**src/rtl/pdm_pkg.sv**
```systemverilog
// package for the power-down mode controller
// assumes one 100 MHz system clock and a synchronous active-high reset
package pdm_pkg;
   localparam int PDM_LEVEL_W = 2;
   typedef enum logic [1:0] {
      PDM_ACTIVE = 2'h0,
      PDM_LIGHT = 2'h1,
      PDM_MEDIUM = 2'h2,
      PDM_DEEP = 2'h3
   } pdm_level_t;
   typedef enum logic [3:0] {
      ST_RUN = 4'h1,
      ST_ENTER = 4'h2,
      ST_SLEEP = 4'h4,
      ST_WAKE = 4'h8
   } pdm_state_t;
   localparam logic [PDM_LEVEL_W-1:0] PDM_LEVEL_RST = 2'h0;
   localparam logic PDM_GO_RST = 1'b0;
   localparam logic PDM_REG_ON = 1'b1;
   localparam logic PDM_FLAG_RST = 1'b0;
endpackage

```
**src/rtl/pdm_ctrl.sv**
```systemverilog
// power-down mode controller: level select, go bit, wake handling
// assumes the cpu side writes through plain strobes on this clock
// wake sources are synchronous, active high, one cycle or longer
// hardware wake stands for the reset pin seen as a plain level
// go is seen one edge after its write and the state enters sleep on
// the next, so sleeping rises two edges after the go write edge
// outputs are registered; sleeping and the regulator enable change with the state, level and go copies lag one cycle
// writes while entering or asleep are dropped: the cpu is halted then
// the sleep timer is outside this block; only its interrupt comes in
// regulator output is an enable, high keeps the digital supply on
// no register bus here: level and go arrive as write strobes
`timescale 1ns/1ps
module pdm_ctrl
   import pdm_pkg::*;
(
   // clock and reset
   input wire logic clock,
   input wire logic sys_rst,
   // control writes
   input wire logic level_wr,
   input wire logic [PDM_LEVEL_W-1:0] level_wdata,
   input wire logic go_wr,
   input wire logic go_wdata,
   // wake sources
   input wire logic hw_wake,
   input wire logic timer_irq,
   input wire logic ext_irq,
   // status and power controls
   output logic [PDM_LEVEL_W-1:0] power_level_select,
   output logic power_down_go,
   output logic sleeping,
   output logic digital_reg_on,
   output logic reconfig_needed,
   output logic wake_pulse
);
   // fsm state
   pdm_state_t state_r;
   pdm_state_t state_nxt;
   // written level and go bit, as software sees them
   logic [PDM_LEVEL_W-1:0] level_r;
   logic go_r;
   // level frozen at entry; picks the wake set while asleep
   logic [PDM_LEVEL_W-1:0] active_r;
   // qualified wake and the two transitions used by several outputs
   logic wake;
   logic entering_sleep;
   logic waking;

   // levels that drop the digital regulator; shared by the regulator
   // output and the reconfiguration flag so both agree
   function automatic logic reg_off_level(logic [PDM_LEVEL_W-1:0] lvl);
      return (lvl == PDM_MEDIUM) || (lvl == PDM_DEEP);
   endfunction

   // any code but active asks for a sleep level
   function automatic logic sleep_level(logic [PDM_LEVEL_W-1:0] lvl);
      return lvl != PDM_ACTIVE;
   endfunction

   pdm_wake_sel u_wake (
      .level(pdm_level_t'(active_r)),
      .hw_wake(hw_wake),
      .timer_irq(timer_irq),
      .ext_irq(ext_irq),
      .wake(wake)
   );

   // wake set of the frozen level
   assign waking = (state_r == ST_SLEEP) && wake;
   assign entering_sleep = (state_r == ST_ENTER) && (state_nxt == ST_SLEEP);

   // level select field
   // cleared on wake so a read after waking shows active
   // writes outside run are dropped: the cpu is halted then
   always_ff @(posedge clock) begin
      if (sys_rst) begin
         level_r <= PDM_LEVEL_RST;
      end else if (state_r == ST_WAKE) begin
         level_r <= PDM_LEVEL_RST;
      end else if (level_wr && state_r == ST_RUN) begin
         level_r <= level_wdata;
      end
   end

   // wake clears go
   // a go written with level zero clears itself via the wake state
   always_ff @(posedge clock) begin
      if (sys_rst) begin
         go_r <= PDM_GO_RST;
      end else if (state_r == ST_WAKE) begin
         go_r <= PDM_GO_RST;
      end else if (go_wr && state_r == ST_RUN) begin
         go_r <= go_wdata;
      end
   end

   // run waits for go; enter freezes the level for one cycle
   // sleep waits for a wake allowed by the frozen level
   // wake spends one cycle clearing go and level before run
   // a go with level zero passes through wake so go self-clears
   always_comb begin
      state_nxt = state_r;
      case (state_r)
         ST_RUN: begin
            if (go_r && sleep_level(level_r)) begin
               state_nxt = ST_ENTER;
            end else if (go_r) begin
               // level zero: nothing to enter, just clear go
               state_nxt = ST_WAKE;
            end
         end
         // one settle cycle so the level lands in active_r
         ST_ENTER: state_nxt = ST_SLEEP;
         ST_SLEEP: begin
            if (wake) begin
               state_nxt = ST_WAKE;
            end
         end
         ST_WAKE: state_nxt = ST_RUN;
         default: state_nxt = ST_RUN;
      endcase
   end

   always_ff @(posedge clock) begin
      if (sys_rst) begin
         state_r <= ST_RUN;
      end else begin
         state_r <= state_nxt;
      end
   end

   // level latched at entry so a late write cannot change wake set
   always_ff @(posedge clock) begin
      if (sys_rst) begin
         active_r <= PDM_LEVEL_RST;
      end else if (state_r == ST_ENTER) begin
         active_r <= level_r;
      end else if (state_r == ST_WAKE) begin
         active_r <= PDM_LEVEL_RST;
      end
   end

   // regulator off deeper
   // dropped on the entry edge so it falls as sleeping rises
   always_ff @(posedge clock) begin
      if (sys_rst) begin
         digital_reg_on <= PDM_REG_ON;
      end else if (entering_sleep) begin
         digital_reg_on <= !reg_off_level(level_r);
      end else if (state_nxt == ST_WAKE) begin
         digital_reg_on <= PDM_REG_ON;
      end
   end

   // reconfiguration after wake
   // flag stays until software rewrites the level select
   // wake beats a level write in the same cycle so no warning is lost
   always_ff @(posedge clock) begin
      if (sys_rst) begin
         reconfig_needed <= PDM_FLAG_RST;
      end else if (waking && reg_off_level(active_r)) begin
         reconfig_needed <= 1'b1;
      end else if (level_wr) begin
         reconfig_needed <= PDM_FLAG_RST;
      end
   end

   // level select seen by software
   // copy lags the field by one cycle; cheaper than a bypass mux
   always_ff @(posedge clock) begin
      if (sys_rst) begin
         power_level_select <= PDM_LEVEL_RST;
      end else begin
         power_level_select <= level_r;
      end
   end

   // go bit seen by software
   // reads back one until the wake has been taken
   always_ff @(posedge clock) begin
      if (sys_rst) begin
         power_down_go <= PDM_GO_RST;
      end else begin
         power_down_go <= go_r;
      end
   end

   // sleep status from the next state so it rises with the regulator drop
   // high only in the sleep state, not while entering
   always_ff @(posedge clock) begin
      if (sys_rst) begin
         sleeping <= PDM_FLAG_RST;
      end else begin
         sleeping <= (state_nxt == ST_SLEEP);
      end
   end

   // one pulse per wake
   // a wake held for several cycles still gives one pulse, since the
   // state has left sleep by the second cycle
   always_ff @(posedge clock) begin
      if (sys_rst) begin
         wake_pulse <= PDM_FLAG_RST;
      end else begin
         wake_pulse <= waking;
      end
   end
endmodule

```
**src/rtl/pdm_wake_sel.sv**
```systemverilog
// wake source qualifier, picks the sources allowed for a sleep level
// assumes sources are single-clock synchronous levels or pulses
`timescale 1ns/1ps
module pdm_wake_sel
   import pdm_pkg::*;
(
   // level in force
   input wire pdm_level_t level,
   // wake sources
   input wire logic hw_wake,
   input wire logic timer_irq,
   input wire logic ext_irq,
   // result
   output logic wake
);
   always_comb begin
      case (level)
         PDM_LIGHT: wake = hw_wake | timer_irq | ext_irq;
         PDM_MEDIUM: wake = hw_wake | timer_irq | ext_irq;
         PDM_DEEP: wake = hw_wake | ext_irq;
         default: wake = 1'b0;
      endcase
   end
endmodule

```
**config.mk**
```make
export PLATFORM = sky130hd
export DESIGN_NAME = pdm_ctrl
export DESIGN_NICKNAME = d
export VERILOG_FILES = /design/src/rtl/pdm_pkg.sv /design/src/rtl/pdm_ctrl.sv /design/src/rtl/pdm_wake_sel.sv
export SDC_FILE = /design/constraint.sdc
export NUM_CORES = 1
export LEC_CHECK = 0
export BUFFER_PORTS_ARGS = -buffer_cell sky130_fd_sc_hd__buf_2
export CAP_MARGIN = 0
export CORE_UTILIZATION = 47
export CTS_BUF_LIST = sky130_fd_sc_hd__clkbuf_8
export DETAILED_ROUTE_END_ITERATION = 10
export MAX_ROUTING_LAYER = met4
export PLACE_DENSITY = 0.75
export SLEW_MARGIN = 20
export SYNTH_ARGS = -nofsm -noshare
export SYNTH_HDL_FRONTEND = slang
export SYNTH_HIERARCHICAL = 1
export SYNTH_SLANG_ARGS = --single-unit
```
**constraint.sdc**
```tcl
create_clock -name clock -period 1.5 [get_ports clock]
set_clock_uncertainty 0.2 [all_clocks]
set_input_delay 0.075 -clock clock [delete_from_list [all_inputs] [get_ports clock]]
set_output_delay 0.075 -clock clock [all_outputs]
set_load 0.005 [all_outputs]
```
==> impl_metrics.ini <==
[final_layout]
drive_gt1_frac = 0.372
antenna_cells = 0
syn_to_final_growth_pct = 38.4
fillers = 83
final_cells = 108
fin_area_um2 = 880
layout.nets = 106

[global_route]
antenna_found_initial = 0
overflow = 0
track_usage = 0.238
grt_pass1_wl_um = 2280
grt_max_degree = 13
first_global_vias = 539

[timing]
period_share = 0.982
post-route-min-period_ns = 1.47
setup_violations = 0
grt_setup_unrepaired = yes
slew_viol_final = 0
relSlewSlack = 0.764
setup_ws_ns = 0.0270
holdWs_ns = 0.141
fmax_ghz = 0.679
worst_pin_slew_ns = 0.354
hold_viol_final = 0

[routing]
vias = 598
wl_per_cell_um = 14.0
vias_per_cell = 5.54
drc = 0
wl_um = 1520
first_iter_violations = 21
antenna_left = 0
drtPass1Iterations = 4

[setup_path]
arrival_ns = 1.41
r2r_end = level_r[1]
cp.required_ns = 1.44
crit_path_start_kind = register
critical_path_class = reg -> reg
path_max_fanout = 6
regToRegStartpoint = state_r[1]
reg2regPathDepth = 3
worstSetupEndpointType = register
r2r_slack_ns = 0.03

[power]
ir_drop_mv = 0.680
p_int_uw = 680
power_density_nw_per_um2 = 1010
p_leak_nw = 0.383
clock_power_share = 0.361
seqPwrFrac = 0.510
p_sw_uw = 209
switching_share = 0.235
p_comb_frac = 0.129

[min_path]
hold_path_class = in -> reg
hold_end = wake_pulse
hp-start = ext_irq
hold_path_depth = 4

[placed_design]
place_area_um2 = 759
dpl_worst_slack_ns = 0.0296
place_inst = 99
gp_congestion = 0.756
portBuffers = 16
hpwl_um = 920

[run_status]
outcome = finished clean

[synth]
synth_async_sr_flop_share = 0
yosysUniqueCellTypes = 25
synth.net_count = 76
yosysWarnings = 6
synth_edf_count = 0
syn_area_um2 = 636
ys_seq_elements = 16
synth_ff_type = dfxtp_1
syn-instance-count = 66
postSynthAreaPerCell_um2 = 9.63
ys_seq_area_frac = 0.504

[floorplan]
io_pins = 17
rows = 12
start_util = 0.536
die_area_um2 = 1500
core_um2 = 1190
die_h_um = 38.8
die_x_um = 38.8

[clocking]
cts_made_buffers = 3
clkTransAtPathRegs_ns = 0.06
clkLatencyLatePin_ns = 0.25
clock-sinks = 16
cts_tree = yes
htreeDepth = 1
post_cts_buffers = 0
cts_root_buffer = clkbuf_8
clk_path_buf_depth = 2

[flow_run]
maxCapViolations = 0
## per-stage QoR
stage / utilization / total power, mW / TNS, ns
after floorplan: - / 0.516 / 0
after global placement: 0.640 / 0.554 / 0
after detailed placement: 0.640 / 0.556 / 0
after CTS: 0.726 / 0.879 / 0
after global routing: 0.742 / 0.914 / -0.0277
final: 0.742 / 0.889 / 0
## Yosys cell counts (2+ instances only)
library cell | count | area (µm²)
nand3_1 | 4 | 20.0
nand2_1 | 3 | 11.3
nor2_1 | 7 | 26.3
nor2b_1 | 4 | 25.0
o21ai_1 | 2 | 10.0
inv_1 | 5 | 18.8
or4b_4 | 2 | 27.5
dfxtp_1 | 16 | 320
nor4_1 | 2 | 12.5
nor3b_1 | 2 | 15.0
a21oi_1 | 5 | 25.0
## layout by cell type, fill, tap and decap left out
master,instances
nor4b_2,1
or4b_4,2
o21ai_0,1
buf_2,16
o32ai_2,1
o311ai_0,1
o21bai_2,1
nand4_1,1
nor2b_1,3
buf_4,4
dlygate4sd3_1,6
a32oi_2,1
o32a_1,1
nor3b_1,2
nand2_1,3
nand3_1,4
clkbuf_8,3
o21ai_1,2
a21o_1,1
dfxtp_2,3
nor2_1,7
a21boi_1,1
dfxtp_1,13
inv_1,5
nor2b_4,1
a31oi_1,1
nor4_1,2
a21oi_1,5
a31o_2,1
nor2b_2,1
## power by group through the flow
| stage | Combinational [mW] | Clock [mW] | Sequential (mW) |
|---|---|---|---|
| 4_1_cts | 0.109 | 0.318 | 0.453 |
| 5_1_grt | 0.124 | 0.334 | 0.455 |
| 3_5_place_dp | 0.0950 | 0 | 0.461 |
| 6_report | 0.115 | 0.321 | 0.454 |
| 2_1_floorplan | 0.0548 | 0 | 0.461 |
| 3_3_place_gp | 0.0935 | 0 | 0.461 |
## flip-flops by register name, summed over array words and instances (netlist names), 2 cells and up
name and count:
active_r 2, level_r 2, power_level_select 2, state_r 4
## routing by layer
| metal | track usage | up-vias | wire (µm) |
|---|---|---|---|
| met2 | 0.396 | 27 | 799 |
| met1 | 0.270 | 273 | 611 |
| met3 | 0.0173 | 5 | 66 |
| met5 | - | - | 0 |
| met4 | 0.164 | 0 | 39 |
| li1 | - | 293 | - |
## what timing repair did
item                       CTS  global route
hold buffers                 6             0
resized for setup            0             6
setup endpoints to repair    0             5
hold endpoints to repair    11             0
## cell type report
cell class,instances,area [µm²],share of cell area
Tap cell,14,17.5,0.0199
Clock buffer,3,41.3,0.0469
Inverter,5,18.8,0.0213
Timing Repair Buffer,26,170,0.193
Multi-Input combinational cell,44,308,0.350
Sequential cell,16,324,0.368
## logic make-up (layout without fill, tap and decap cells)
| family | after synthesis | after routing | synth area share |
|---|---|---|---|
| flops | 16 | 16 | 0.504 |
| simple gates | 27 | 27 | 0.264 |
| buf+inv | 6 | 34 | 0.0354 |
| compound gates | 17 | 17 | 0.197 |
## worst max-delay path by stage
stage	startpoint	endpoint	slack, ns	depth (start not counted)
after CTS	state_r[1]	level_r[1]	0.02	3
final	state_r[1]	level_r[1]	0.03	3
after global routing	state_r[1]	go_r	-0.02	3
after detailed placement	state_r[1]	level_r[1]	0.03	3
after global placement	state_r[1]	level_r[1]	0.06	3
after floorplan	state_r[0]	level_r[1]	0.09	3
## worst max-delay path: stages, from the launching register on
cell and delay [ns]:
dfxtp_2 0.35, or4b_4 0.57, o21ai_0 0.16, a21oi_1 0.08
Note: power is estimated with default switching activity, not from simulation.
